File: src/sfcp_pkg.sv
// Shared constants, enumerations and state carrier for the serial flash
// command front end. Assumes the user compiles it before every module.
package sfcp_pkg;

  // Opcodes
  localparam logic [7:0] OPC_WRITE_ENABLE_CMD_CMD  = 8'h06;
  localparam logic [7:0] OPC_WRITE_DISABLE_CMD_CMD  = 8'h04;
  localparam logic [7:0] OPC_RD_STAT   = 8'h05;
  localparam logic [7:0] OPC_WR_STAT   = 8'h01;
  localparam logic [7:0] OPC_READ      = 8'h03;
  localparam logic [7:0] OPC_FAST      = 8'h0B;
  localparam logic [7:0] OPC_DUAL      = 8'h3B;
  localparam logic [7:0] OPC_PAGE      = 8'h02;
  localparam logic [7:0] OPC_SECTOR    = 8'h20;
  localparam logic [7:0] OPC_BLK32     = 8'h52;
  localparam logic [7:0] OPC_BLK64     = 8'hD8;
  localparam logic [7:0] OPC_CHIP_A    = 8'h60;
  localparam logic [7:0] OPC_CHIP_B    = 8'hC7;
  localparam logic [7:0] OPC_IDENT     = 8'h90;
  localparam logic [7:0] OPC_SEC_ERASE = 8'h44;
  localparam logic [7:0] OPC_SEC_PROG  = 8'h42;
  localparam logic [7:0] OPC_SEC_READ  = 8'h48;
  localparam logic [7:0] OPC_SLEEP     = 8'hB9;
  localparam logic [7:0] OPC_WAKE      = 8'hAB;

  // Status bit positions
  localparam int S_BUSY = 0;
  localparam int S_WEL  = 1;
  localparam int S_BP0  = 2;
  localparam int S_BP2  = 4;
  localparam int S_CMP  = 5;
  localparam int S_LOCK = 6;
  localparam int S_SRP  = 7;

  // Reset values
  localparam logic [7:0] STATUS_RESET = 8'h00;
  localparam logic [3:0] PIN_RESET    = 4'h9;

  // Identity bytes; values are arbitrary
  localparam logic [7:0] MAKER_CODE  = 8'h5A;
  localparam logic [7:0] DEVICE_CODE = 8'hA5;

  // Sizes
  localparam int FIFO_DEPTH = 32;
  localparam int ADDR_BYTES = 3;

  typedef enum logic [2:0] {
    P_OP, P_ADDR, P_DUMMY, P_DIN, P_DOUT, P_IGNORE
  } sfcp_phase_e;

  typedef enum logic [3:0] {
    OP_NONE, OP_STATUS, OP_PAGE, OP_SECTOR, OP_BLK32, OP_BLK64,
    OP_CHIP, OP_SEC_ERASE, OP_SEC_PROG, OP_SLEEP, OP_WAKE
  } sfcp_op_e;

  typedef struct packed {
    sfcp_phase_e phase;
    logic [7:0]  opcode;
    logic        opdone;
    logic [7:0]  shreg;
    logic [2:0]  bitcnt;
    logic [2:0]  bytecnt;
    logic [23:0] addr;
    logic [7:0]  shout;
    logic [2:0]  ocnt;
    logic        idsel;
    logic        sclk_q;
    logic        sel_q;
    logic        status_lock_select;
    logic        lb;
    logic        cmp;
    logic [2:0]  bp;
    logic        write_enable_latch;
    logic        sleep;
    logic        ovf;
    logic        do_out;
    logic        do_oe;
    logic        di_out;
    logic        di_oe;
    logic        op_valid;
    sfcp_op_e    op_kind;
    logic [23:0] op_addr;
    logic [23:0] mem_addr;
    logic        push;
    logic [7:0]  push_data;
    logic        flush;
  } sfcp_state_s;

endpackage : sfcp_pkg

File: src/sfcp_sync.sv
// Two-stage synchroniser for a group of pin levels.
// Assumes the pins are asynchronous to clk.
`timescale 1ns/10ps
`default_nettype none
module sfcp_sync #(
  parameter int               WIDTH     = 4,
  parameter logic [WIDTH-1:0] RESET_VAL = '0
) (
  // Clock and reset
  input  wire logic             clk,
  input  wire logic             rst_b,
  // Levels
  input  wire logic [WIDTH-1:0] din,
  output var  logic [WIDTH-1:0] dout
);

  logic [WIDTH-1:0] meta;

  // First stage feeds only the second
  always_ff @(posedge clk) begin
    if (!rst_b) begin
      meta <= RESET_VAL;
      dout <= RESET_VAL;
    end else begin
      meta <= din;
      dout <= meta;
    end
  end

endmodule : sfcp_sync
`default_nettype wire

File: src/sfcp_fifo.sv
// Program data buffer between link and array core, with flush.
// Assumes DEPTH is a power of two.
`timescale 1ns/10ps
`default_nettype none
module sfcp_fifo #(
  parameter int WIDTH = 8,
  parameter int DEPTH = 32
) (
  // Clock and reset
  input  wire logic             clk,
  input  wire logic             rst_b,
  input  wire logic             flush,
  // Fill side
  input  wire logic             in_valid,
  output var  logic             in_ready,
  input  wire logic [WIDTH-1:0] in_data,
  // Drain side
  output var  logic             out_valid,
  input  wire logic             out_ready,
  output var  logic [WIDTH-1:0] out_data
);

  localparam int AW = $clog2(DEPTH);

  logic [DEPTH-1:0][WIDTH-1:0] mem;
  logic [AW:0]                 wr_ptr;
  logic [AW:0]                 rd_ptr;
  logic                        full;
  logic                        empty;

  assign full      = (wr_ptr[AW] != rd_ptr[AW]) && (wr_ptr[AW-1:0] == rd_ptr[AW-1:0]);
  assign empty     = (wr_ptr == rd_ptr);
  assign in_ready  = !full;
  assign out_valid = !empty;
  assign out_data  = mem[rd_ptr[AW-1:0]];

  always_ff @(posedge clk) begin
    if (!rst_b || flush) begin
      wr_ptr <= '0;
      rd_ptr <= '0;
    end else begin
      if (in_valid && !full) begin
        mem[wr_ptr[AW-1:0]] <= in_data;
        wr_ptr              <= wr_ptr + 1'b1;
      end
      if (out_ready && !empty) begin
        rd_ptr <= rd_ptr + 1'b1;
      end
    end
  end

endmodule : sfcp_fifo
`default_nettype wire

File: src/sfcp_top.sv
// Command front end of a serial NOR flash: framing, decode, protection bits.
// Assumes pins are asynchronous and the link clock is far slower than clk.
//
// Notes on behaviour
// RULE1: Lock select 0: status write accepted with latch set, any protect pin level.
// RULE2: Lock select 1 and protect pin low: status writes ignored.
// RULE3: Lock select 1 and protect pin high: status write needs latch set.
// RULE4: Complement protect held as status bit 5, reset 0.
// RULE5: Secure area lock held as status bit 6, reset 0.
// RULE6: Secure area lock never clears; security erase and program then refused.
// RULE7: Bytes arrive MSB first, opcode first, sampled on rising serial clock.
// RULE8: Host sends needed address and data bytes, then raises select.
// RULE9: Read data keeps shifting out until select rises.
// RULE10: Modifying commands run only if select rises on a byte boundary.
// RULE11: Page program with partial last byte programs nothing, keeps latch.
// RULE12: 06H sets the write enable latch, 04H clears it.
// RULE13: 05H returns status, bit 7 first, repeated while selected.
// RULE14: Status write is 01H plus exactly one data byte.
// RULE15: 03H plus three address bytes returns data without dummy byte.
// RULE16: 0BH needs three address bytes and a dummy before data.
// RULE17: Dual read puts odd bits on high line, even bits on low line.
// RULE18: 02H plus address then data bytes feeds program data.
// RULE19: 20H, 52H, D8H are erases with exactly three address bytes.
// RULE20: 60H or C7H is chip erase with no further bytes.
// RULE21: 90H plus three bytes returns maker then device code repeatedly.
// RULE22: 44H, 42H, 48H handle security erase, program and read.
// RULE23: Status write, program or erase only accepted with latch set.
// RULE24: Latch cleared at reset, write disable and accepted modifying commands.
// RULE25: Status write leaves busy and latch bits untouched by data.
// RULE26: Unknown opcode ignored, output stays off until select rises.
// RULE27: Discarded commands leave status, latch and array untouched.
`timescale 1ns/10ps
`default_nettype none
module sfcp_top #(
  parameter int FIFO_W = 8,
  parameter int FIFO_D = sfcp_pkg::FIFO_DEPTH
) (
  // Clock and reset
  input  wire logic              clk,
  input  wire logic              rst_b,
  // Link pins
  input  wire logic              select_b,
  input  wire logic              serial_clk,
  input  wire logic              dual_line_low_in,
  output var  logic              dual_line_low_out,
  output var  logic              dual_line_low_oe,
  output var  logic              dual_line_high_out,
  output var  logic              dual_line_high_oe,
  input  wire logic              write_protect_b,
  // Array core commands
  input  wire logic              core_busy,
  output var  logic              op_valid,
  output var  sfcp_pkg::sfcp_op_e op_kind,
  output var  logic [23:0]       op_addr,
  // Array core read path
  output var  logic [23:0]       mem_addr,
  input  wire logic [7:0]        mem_rdata,
  // Program data
  output var  logic              prog_valid,
  input  wire logic              prog_ready,
  output var  logic [FIFO_W-1:0] prog_data,
  // Status view
  output var  logic [7:0]        status_byte
);

  sfcp_pkg::sfcp_state_s st;
  sfcp_pkg::sfcp_state_s next_st;

  logic [3:0] pins;
  logic       pin_sel_b;
  logic       pin_sclk;
  logic       pin_si;
  logic       pin_wp_b;
  logic       fifo_ready;
  logic       exec_ev;
  logic [2:0] wr_bp;

  sfcp_sync #(
    .WIDTH     (4),
    .RESET_VAL (sfcp_pkg::PIN_RESET)
  ) u_sync (
    .clk   (clk),
    .rst_b (rst_b),
    .din   ({select_b, serial_clk, dual_line_low_in, write_protect_b}),
    .dout  (pins)
  );

  assign {pin_sel_b, pin_sclk, pin_si, pin_wp_b} = pins;

  sfcp_fifo #(
    .WIDTH (FIFO_W),
    .DEPTH (FIFO_D)
  ) u_fifo (
    .clk       (clk),
    .rst_b     (rst_b),
    .flush     (st.flush),
    .in_valid  (st.push),
    .in_ready  (fifo_ready),
    .in_data   (st.push_data),
    .out_valid (prog_valid),
    .out_ready (prog_ready),
    .out_data  (prog_data)
  );

  // Status byte as read back
  function automatic logic [7:0] stat_of(input sfcp_pkg::sfcp_state_s s, input logic busy);
    logic [7:0] b;
    b                                 = sfcp_pkg::STATUS_RESET;
    b[sfcp_pkg::S_SRP]                = s.status_lock_select;
    b[sfcp_pkg::S_LOCK]               = s.lb;
    b[sfcp_pkg::S_CMP]                = s.cmp;
    b[sfcp_pkg::S_BP2:sfcp_pkg::S_BP0] = s.bp;
    b[sfcp_pkg::S_WEL]                = s.write_enable_latch;
    b[sfcp_pkg::S_BUSY]               = busy;
    return b;
  endfunction : stat_of

  // Phase after the opcode byte
  function automatic sfcp_pkg::sfcp_phase_e phase_after_op(input logic [7:0] opc);
    case (opc)
      sfcp_pkg::OPC_READ, sfcp_pkg::OPC_FAST, sfcp_pkg::OPC_DUAL,
      sfcp_pkg::OPC_PAGE, sfcp_pkg::OPC_SECTOR, sfcp_pkg::OPC_BLK32,
      sfcp_pkg::OPC_BLK64, sfcp_pkg::OPC_IDENT, sfcp_pkg::OPC_SEC_ERASE,
      sfcp_pkg::OPC_SEC_PROG, sfcp_pkg::OPC_SEC_READ: phase_after_op = sfcp_pkg::P_ADDR;
      sfcp_pkg::OPC_RD_STAT: phase_after_op = sfcp_pkg::P_DOUT;
      sfcp_pkg::OPC_WRITE_ENABLE_CMD_CMD, sfcp_pkg::OPC_WRITE_DISABLE_CMD_CMD, sfcp_pkg::OPC_WR_STAT,
      sfcp_pkg::OPC_CHIP_A, sfcp_pkg::OPC_CHIP_B, sfcp_pkg::OPC_SLEEP,
      sfcp_pkg::OPC_WAKE: phase_after_op = sfcp_pkg::P_DIN;
      default: phase_after_op = sfcp_pkg::P_IGNORE;
    endcase
  endfunction : phase_after_op

  // Reads carrying a dummy byte
  function automatic logic has_dummy(input logic [7:0] opc);
    return (opc == sfcp_pkg::OPC_FAST) || (opc == sfcp_pkg::OPC_DUAL) ||
           (opc == sfcp_pkg::OPC_SEC_READ);
  endfunction : has_dummy

  // Array reads refused while busy
  function automatic logic is_array_read(input logic [7:0] opc);
    return has_dummy(opc) || (opc == sfcp_pkg::OPC_READ);
  endfunction : is_array_read

  assign exec_ev = pin_sel_b && !st.sel_q && (st.phase != sfcp_pkg::P_IGNORE);
  assign wr_bp   = st.shreg[sfcp_pkg::S_BP2:sfcp_pkg::S_BP0];

  always_comb begin
    logic       aligned;
    logic       wel_ok;
    logic       dual;
    logic [7:0] inb;
    logic [7:0] outb;
    logic       wrap;
    aligned = 1'b0;
    wel_ok  = 1'b0;
    dual    = 1'b0;
    inb     = 8'h00;
    outb    = 8'h00;
    wrap    = 1'b0;
    next_st          = st;
    next_st.op_valid = 1'b0;
    next_st.push     = 1'b0;
    next_st.flush    = 1'b0;
    next_st.sclk_q   = pin_sclk;
    next_st.sel_q    = pin_sel_b;
    // Byte refused by a full buffer spoils the program
    if (st.push && !fifo_ready) next_st.ovf = 1'b1;
    if (pin_sel_b) begin
      if (exec_ev) begin
        aligned = st.opdone && (st.bitcnt == 3'h0); // RULE10
        wel_ok  = aligned && st.write_enable_latch && !core_busy && !st.sleep; // RULE23
        next_st.op_addr = st.addr;
        case (st.opcode)
          sfcp_pkg::OPC_WRITE_ENABLE_CMD_CMD: begin
            if (aligned && !core_busy && !st.sleep) next_st.write_enable_latch = 1'b1; // RULE12
          end
          sfcp_pkg::OPC_WRITE_DISABLE_CMD_CMD: begin
            if (aligned && !core_busy) next_st.write_enable_latch = 1'b0; // RULE24
          end
          sfcp_pkg::OPC_WR_STAT: begin
            // RULE14
            if (wel_ok && st.bytecnt == 3'h1 && (!st.status_lock_select || pin_wp_b)) begin // RULE1 RULE2 RULE3
              next_st.status_lock_select      = st.shreg[sfcp_pkg::S_SRP];
              next_st.lb       = st.lb | st.shreg[sfcp_pkg::S_LOCK]; // RULE6
              next_st.cmp      = st.shreg[sfcp_pkg::S_CMP]; // RULE4
              next_st.bp       = wr_bp; // RULE25
              next_st.write_enable_latch      = 1'b0;
              next_st.op_valid = 1'b1;
              next_st.op_kind  = sfcp_pkg::OP_STATUS;
            end
          end
          sfcp_pkg::OPC_PAGE, sfcp_pkg::OPC_SEC_PROG: begin
            if (wel_ok && st.bytecnt > 3'h3 && !st.ovf &&
                (st.opcode == sfcp_pkg::OPC_PAGE || !st.lb)) begin // RULE6
              next_st.write_enable_latch      = 1'b0;
              next_st.op_valid = 1'b1;
              next_st.op_kind  = (st.opcode == sfcp_pkg::OPC_PAGE) ?
                                 sfcp_pkg::OP_PAGE : sfcp_pkg::OP_SEC_PROG;
            end else begin
              next_st.flush = 1'b1; // RULE11 RULE27
            end
          end
          sfcp_pkg::OPC_SECTOR, sfcp_pkg::OPC_BLK32, sfcp_pkg::OPC_BLK64,
          sfcp_pkg::OPC_SEC_ERASE: begin
            if (wel_ok && st.bytecnt == 3'h3 &&
                (st.opcode != sfcp_pkg::OPC_SEC_ERASE || !st.lb)) begin // RULE19
              next_st.write_enable_latch      = 1'b0;
              next_st.op_valid = 1'b1;
              case (st.opcode)
                sfcp_pkg::OPC_SECTOR: next_st.op_kind = sfcp_pkg::OP_SECTOR;
                sfcp_pkg::OPC_BLK32:  next_st.op_kind = sfcp_pkg::OP_BLK32;
                sfcp_pkg::OPC_BLK64:  next_st.op_kind = sfcp_pkg::OP_BLK64;
                default:              next_st.op_kind = sfcp_pkg::OP_SEC_ERASE;
              endcase
            end
          end
          sfcp_pkg::OPC_CHIP_A, sfcp_pkg::OPC_CHIP_B: begin
            if (wel_ok && st.bytecnt == 3'h0) begin // RULE20
              next_st.write_enable_latch      = 1'b0;
              next_st.op_valid = 1'b1;
              next_st.op_kind  = sfcp_pkg::OP_CHIP;
            end
          end
          sfcp_pkg::OPC_SLEEP: begin
            if (aligned && !core_busy) begin
              next_st.sleep    = 1'b1;
              next_st.op_valid = 1'b1;
              next_st.op_kind  = sfcp_pkg::OP_SLEEP;
            end
          end
          sfcp_pkg::OPC_WAKE: begin
            if (st.opdone) begin
              next_st.sleep    = 1'b0;
              next_st.op_valid = 1'b1;
              next_st.op_kind  = sfcp_pkg::OP_WAKE;
            end
          end
          default: begin
          end
        endcase
      end
      // Deselected: framing back to opcode
      next_st.phase   = sfcp_pkg::P_OP;
      next_st.opdone  = 1'b0;
      next_st.bitcnt  = 3'h0;
      next_st.bytecnt = 3'h0;
      next_st.ocnt    = 3'h0;
      next_st.idsel   = 1'b0;
      next_st.ovf     = 1'b0;
      next_st.do_oe   = 1'b0; // RULE9
      next_st.di_oe   = 1'b0;
    end else if (pin_sclk && !st.sclk_q) begin
      // Rising edge: shift in, MSB first
      inb            = {st.shreg[6:0], pin_si}; // RULE7
      next_st.shreg  = inb;
      next_st.bitcnt = 3'(st.bitcnt + 3'h1);
      if (st.bitcnt == 3'h7) begin
        if (st.bytecnt != 3'h7 && st.phase != sfcp_pkg::P_OP) begin
          next_st.bytecnt = 3'(st.bytecnt + 3'h1);
        end
        case (st.phase)
          sfcp_pkg::P_OP: begin
            next_st.opcode = inb;
            next_st.opdone = 1'b1;
            if ((st.sleep && inb != sfcp_pkg::OPC_WAKE) ||
                (core_busy && is_array_read(inb))) begin
              next_st.phase = sfcp_pkg::P_IGNORE;
            end else begin
              next_st.phase = phase_after_op(inb); // RULE26
            end
          end
          sfcp_pkg::P_ADDR: begin
            next_st.addr = {st.addr[15:0], inb};
            if (st.bytecnt == 3'(sfcp_pkg::ADDR_BYTES - 1)) begin
              next_st.mem_addr = {st.addr[15:0], inb};
              if (has_dummy(st.opcode)) begin
                next_st.phase = sfcp_pkg::P_DUMMY; // RULE16
              end else if (st.opcode == sfcp_pkg::OPC_READ ||
                           st.opcode == sfcp_pkg::OPC_IDENT) begin
                next_st.phase = sfcp_pkg::P_DOUT; // RULE15 RULE21
              end else begin
                next_st.phase = sfcp_pkg::P_DIN;
              end
            end
          end
          sfcp_pkg::P_DUMMY: next_st.phase = sfcp_pkg::P_DOUT;
          sfcp_pkg::P_DIN: begin
            if (st.opcode == sfcp_pkg::OPC_PAGE || st.opcode == sfcp_pkg::OPC_SEC_PROG) begin
              next_st.push      = 1'b1; // RULE18 RULE22
              next_st.push_data = inb;
            end
          end
          default: begin
          end
        endcase
      end
    end else if (!pin_sclk && st.sclk_q && st.phase == sfcp_pkg::P_DOUT) begin
      // Falling edge: shift out
      dual = (st.opcode == sfcp_pkg::OPC_DUAL);
      if (st.ocnt != 3'h0) begin
        outb = st.shout;
      end else if (st.opcode == sfcp_pkg::OPC_RD_STAT) begin
        outb = stat_of(st, core_busy); // RULE13
      end else if (st.opcode == sfcp_pkg::OPC_IDENT) begin
        outb = st.idsel ? sfcp_pkg::DEVICE_CODE : sfcp_pkg::MAKER_CODE;
      end else begin
        outb = mem_rdata;
      end
      next_st.do_out = outb[7];
      next_st.do_oe  = 1'b1;
      if (dual) begin
        next_st.di_out = outb[6]; // RULE17
        next_st.di_oe  = 1'b1;
        next_st.shout  = {outb[5:0], 2'h0};
        wrap           = (st.ocnt == 3'h3);
      end else begin
        next_st.shout = {outb[6:0], 1'h0};
        wrap          = (st.ocnt == 3'h7);
      end
      next_st.ocnt = wrap ? 3'h0 : 3'(st.ocnt + 3'h1);
      if (wrap) begin
        next_st.idsel    = !st.idsel;
        next_st.addr     = 24'(st.addr + 24'h00_0001);
        next_st.mem_addr = 24'(st.addr + 24'h00_0001);
      end
    end
  end

  always_ff @(posedge clk) begin
    if (!rst_b) begin
      st         <= '0; // RULE5 RULE24
      st.sel_q   <= 1'b1;
      st.phase   <= sfcp_pkg::P_OP;
      st.op_kind <= sfcp_pkg::OP_NONE;
    end else begin
      st <= next_st;
    end
  end

  assign dual_line_high_out = st.do_out;
  assign dual_line_high_oe  = st.do_oe;
  assign dual_line_low_out  = st.di_out;
  assign dual_line_low_oe   = st.di_oe;
  assign op_valid           = st.op_valid;
  assign op_kind            = st.op_kind;
  assign op_addr            = st.op_addr;
  assign mem_addr           = st.mem_addr;
  assign status_byte        = stat_of(st, 1'b0);
endmodule : sfcp_top
`default_nettype wire

File: config.mk
export PLATFORM = sky130hd
export DESIGN_NAME = sfcp_top
export DESIGN_NICKNAME = d
export VERILOG_FILES = /design/src/sfcp_pkg.sv /design/src/sfcp_sync.sv /design/src/sfcp_fifo.sv /design/src/sfcp_top.sv
export SDC_FILE = /design/constraint.sdc
export NUM_CORES = 1
export LEC_CHECK = 0
export BUFFER_PORTS_ARGS = -buffer_cell sky130_fd_sc_hd__clkbuf_2
export CAP_MARGIN = 15
export CELL_PAD_IN_SITES_DETAIL_PLACEMENT = 1
export CELL_PAD_IN_SITES_GLOBAL_PLACEMENT = 2
export CORE_MARGIN = 2
export CORE_UTILIZATION = 48
export CTS_BUF_LIST = sky130_fd_sc_hd__clkbuf_4
export CTS_CLUSTER_DIAMETER = 40
export CTS_CLUSTER_SIZE = 12
export DETAILED_ROUTE_END_ITERATION = 10
export MAX_ROUTING_LAYER = met4
export PLACE_DENSITY_LB_ADDON = 0.25
export SYNTH_ARGS = -nofsm -noshare
export SYNTH_HDL_FRONTEND = slang
export SYNTH_SLANG_ARGS = --single-unit
File: constraint.sdc
create_clock -name clk -period 8.9 [get_ports clk]
set_clock_uncertainty 0.2 [all_clocks]
set_input_delay 1.78 -clock clk [delete_from_list [all_inputs] [get_ports clk]]
set_output_delay 1.78 -clock clk [all_outputs]
set_load 0.01 [all_outputs]
Yosys cells after proc, flatten, opt, wreduce, memory -nomap -nowiden
Index checks and enable logic that the tools add are counted.
- add/subtract/negate cells: 6
- multiply operators: 0
- divide/modulo/power cells: 0
- $lt $le $gt $ge: 4
- eq/ne operators: 67
- shifts and indexed selects: 0
- muxes and demuxes: 54
- bitwise gates (word level): 7
- reduce and logical (&&, ||, !) cells: 90
- operators by type and width (operator ; count):
    256-bit bitwise mux ; 1
    24-bit two-way mux ; 8
    8-bit by 7-bit equality test with 1-bit output (second input constant) ; 10
    8-bit equality test (second input constant) ; 10
    8-bit two-way mux ; 7
    8-bit by 3-bit equality test with 1-bit output (second input constant) ; 6
    8-bit binary-select mux with 5-bit select ; 1
    8-bit demux with 5-bit select ; 1
    36-bit two-way mux ; 1
    33-bit two-way mux ; 1
    8-bit by 2-bit equality test with 1-bit output (second input constant) ; 4
    8-bit by 6-bit equality test with 1-bit output (second input constant) ; 4
    5-bit two-way mux ; 6
    5-bit case mux with 6 select lines ; 1
    1-bit logical AND ; 27
    3-bit case mux with 3 select lines ; 3
    24-bit by 1-bit adder with 24-bit output (second input constant) ; 1
    4-bit AND reduction ; 5
    9-bit two-way mux ; 2
    2-bit inequality test (second input constant) ; 9
    3-bit AND reduction ; 6
    9-bit AND reduction ; 2
    8-bit by 1-bit equality test with 1-bit output (second input constant) ; 2
    8-bit by 4-bit equality test with 1-bit output (second input constant) ; 2
    36 further kinds ; 108
- flip-flop bits (word level): 416
- bits in latches: 0
- RAM bits: 0
- memory bits (read-only): 0
- input bits: 16
- output and inout bits: 74
- word-level logic and storage cells: 294
- memories kept: 0

Logic depth before layout (Yosys ltp)
- depth in word-level cells: 10
- mapped depth: 10
- gate-level depth less buffers: 8

Cells and area by module
Synthesis repeated with hierarchy kept, for this count alone.
- cells, all modules: 1638
- area, all modules: 19013.2 µm²
- by module, submodules not included (module ; instances ; cells an instance ; area each (µm²) ; seq. area each (µm²)):
    sfcp_fifo ; 1 ; 599 ; 10862.9 ; 7927.6
    sfcp_top ; 1 ; 1023 ; 7940.1 ; 2782.7
    sfcp_sync ; 1 ; 16 ; 210.2 ; 160.2

Worst setup path before layout
OpenSTA, ideal clock, no wires.
- path kind: register -> output
- from: reg u_fifo.rd_ptr[0]
- to: out prog_data[7]
- data arrival time: 2.307 ns
- data required time: 6.920 ns
- setup slack: 4.613 ns
- stages on the path, launching flop included: 7
- path buffers: 3
- path through: dfxtp_1 -> clkbuf_1 -> buf_2 -> buf_2 -> mux4_2 -> mux4_2 -> mux2_2
- cells in the longest elaborated chain, start to end: 2
- ends and longest elaborated chain (element ; RTL line ; source):
    start, declared ; sfcp_fifo.sv:27 ; logic [AW:0] rd_ptr;
    start signal, assigned ; sfcp_fifo.sv:47 ; rd_ptr <= rd_ptr + 1'b1;
    8-bit binary-select mux with 5-bit select ; sfcp_fifo.sv:35 ; assign out_data = mem[rd_ptr[AW-1:0]];
    8-bit two-way mux (implied by the code) ; sfcp_fifo.sv:35 ;
    end, declared ; sfcp_top.sv:61 ; output var logic [FIFO_W-1:0] prog_data,
Every way passes these cells. The select of a mux whose other input is x is not followed.

Worst setup path after layout
- from: reg u_fifo.rd_ptr[0]
- to: out prog_data[3]
Same word-level chain as after synthesis.

==> reports/results.ini <==
[worst_setup_path]
path_class=reg2out
crit_arrival_ns=3.91
r2r_cells=6
start_kind=flop
slowest_delay_ns=0.94
crit_top_cell=mux4_2
crit_buf_inv=2
rrSetupSlack_ns=4.81
critPathMaxFanout=43
r2r_start=u_fifo.rd_ptr[3]
worstPathCellList=buf_4, mux4_2, mux4_2, mux2_2, clkbuf_2
cp-end-kind=output pin
critical-path-top-delay-family=multiplexers
crit_slowest_cell=dfxtp_4
worstReg2RegEnd=u_fifo.mem[43]
required_ns=6.92
cp.depth=5

[global_routing]
grt_use_total=0.248
grt_start_max_net_pins=86
grt_pass1_wl_um=74900
antenna_found_initial=1
overflow=0
grt_pass1_vias=12600

[clock_tree]
cts.path.max_buffers=3
insertion_delay_ns=0.84
holdBufCountCts=0
postCtsResizedCells=0
clkTransAtPathRegs_ns=0.11
htreeDepth=2
cts_inserted_buffers=59
cts_setup_buffers=0
root_buffer=clkbuf_4
clock_sinks=415
cts_tree=done

[cells_and_area]
final_common_cell=edfxtp_1
area_growth_pct=7.10
layout-drive-gt1-share=0.213
most-common-layout-cells=edfxtp_1, dfxtp_1, nor2_1
nets=1531
n_fill_cell=4015

[placed_design]
globalplace.congestion=0.850
hpwl_um=30400
port_buffers=88

[routing]
routed_wl_um=47600
via_per_inst=5.85
drt-initial-drc-count=660
drcViolationCount=0
antenna_left=0
first_pass_iters=5
vias=12100
wl_per_cell_um=23.1

[synth]
synthCells=1502
synth_compound_area_frac=0.0855
yosys.area_share.adder=0.0115
muxShareOfSynthArea=0.121
synthFlopType=edfxtp_1
synth_xor_area_frac=0.0203
yosys.area_share.simple=0.122
async_reset_ff_frac=0
synth_area_per_cell_um2=12.4
synth_edf_count=256
synth.distinct_cells=76
yosys_register_bits=415
syn-num-nets=1535
seq_area_frac_synth=0.586
synth_top_family_by_area=simple AND/OR/NAND/NOR gates
syn_area_um2=18600
yosysWarnings=0

[sta]
rsz0062_at_grt=no
hold_ws_ns=0.223
setup_tns_ns=0
post-route-period-util=0.662
slew_headroom=0.186
maxSlewViolCount=0
period_needed_ns=5.89
fmax_mhz=170
worst_pin_slew_ns=1.22
setup_viol=0
hold_viol_final=0

[power_and_ir_drop]
powerDensity_nw_per_um2=170
leakagePower_nw=6.62
peakVddDrop_mv=0.113

[worst_hold_path]
worstHoldPathCells=1
min_from=u_sync.meta[3]
hold_end=u_sync.dout[3]
hp-class=reg2reg

[die]
die_w_um=201
io_pins=90
start_util=0.484
num_rows=72
die_y_um=201
core_um2=38400
die_area_um2=40300

[job]
cap_violations=0

[run_status]
status=finished clean

[final cells by class]
type | count | area (um^2) | area share
clock buffers | 67 | 503 | 0.0253
flip-flops and latches | 415 | 10900 | 0.547
well taps | 518 | 648 | 0.0326
multi-input cells | 889 | 6710 | 0.337
diodes | 2 | 5.00 | 0.000252
inverters | 25 | 93.8 | 0.00472
clock inverters | 39 | 420 | 0.0211
repair buffers | 108 | 627 | 0.0315
[how the worst max path moves through the flow]
stage / from / endpoint / slack (ns)
detailed placement: u_fifo.rd_ptr[0] / prog_data[3] / 3.82
floorplan: u_fifo.rd_ptr[0] / prog_data[7] / 4.61
finish: u_fifo.rd_ptr[0] / prog_data[3] / 3.01
global placement: u_fifo.rd_ptr[0] / prog_data[6] / 3.86
CTS: u_fifo.rd_ptr[0] / prog_data[3] / 2.86
global route: u_fifo.rd_ptr[0] / prog_data[6] / 2.73
[sequential cells by signal, summed over array words and instances (netlist names), 4 cells and up]
signal,count
mem_addr,24
op_addr,24
op_kind,4
st,75
status_byte,7
u_fifo.mem,256
u_fifo.rd_ptr,6
u_fifo.wr_ptr,6
u_sync.dout,4
u_sync.meta,4
[stage by stage]
step,util,total power [W],area (um^2),setup slack [ns],std cells
4_1_cts,0.516,0.00342,19800,2.86,2055
3_3_place_gp,0.492,0.00210,18900,3.86,1949
3_5_place_dp,0.492,0.00210,18900,3.82,1949
6_report,0.518,0.00338,19900,3.01,2063
2_1_floorplan,-,0.00209,18600,4.61,1502
5_1_grt,0.518,0.00351,19900,2.73,2063
[report_power, final]
group	total, W	switching (W)	internal (W)
clock network	0.00133	0.000732	0.000593
registers	0.00202	0.00000288	0.00202
logic	0.0000347	0.0000253	0.00000941
total	0.00338	0.000761	0.00262
[per-layer routing]
metal,part of all wire,GRT usage,up-vias
met5,0,-,-
met4,0.024,0.0799,0
met3,0.045,0.0315,83
met2,0.51,0.420,308
met1,0.42,0.311,6126
li1,-,-,5545
[cells by family (layout without fill, tap and decap cells)]
kind of cell / Yosys count / after routing
flip-flops: 415 / 415
XOR/XNOR: 43 / 43
other: 1 / 3
multiplexers: 123 / 123
AO/OA/AOI/OAI: 244 / 244
AND/OR/NAND/NOR: 461 / 461
buffers and inverters: 198 / 239
adder cells (fa/ha/maj): 17 / 17
[synthesized netlist by cell type (8+ instances only)]
master / n / area [um^2]
xnor2_1: 17 / 149
edfxtp_1: 256 / 7690
a21oi_1: 87 / 435
buf_1: 10 / 37.5
nand2b_1: 19 / 119
nor2_1: 148 / 556
and2_1: 8 / 50.1
and3_1: 9 / 56.3
mux2i_1: 34 / 340
buf_4: 61 / 458
o211ai_1: 9 / 67.6
a211oi_1: 15 / 113
nand3b_1: 9 / 67.6
o21ai_0: 46 / 230
nand2_1: 125 / 469
clkbuf_1: 87 / 327
nand4_1: 16 / 100
nor3_1: 35 / 175
inv_1: 25 / 93.8
dfxtp_1: 159 / 3180
a221oi_1: 16 / 140
nor2b_1: 8 / 50.1
mux4_2: 80 / 1800
mux2_2: 9 / 101
nand3_1: 27 / 135
nor4_1: 8 / 50.1
buf_2: 13 / 65.1
xor2_1: 26 / 228
ha_1: 17 / 213
No activity file was read; power rests on OpenSTA's default activity.
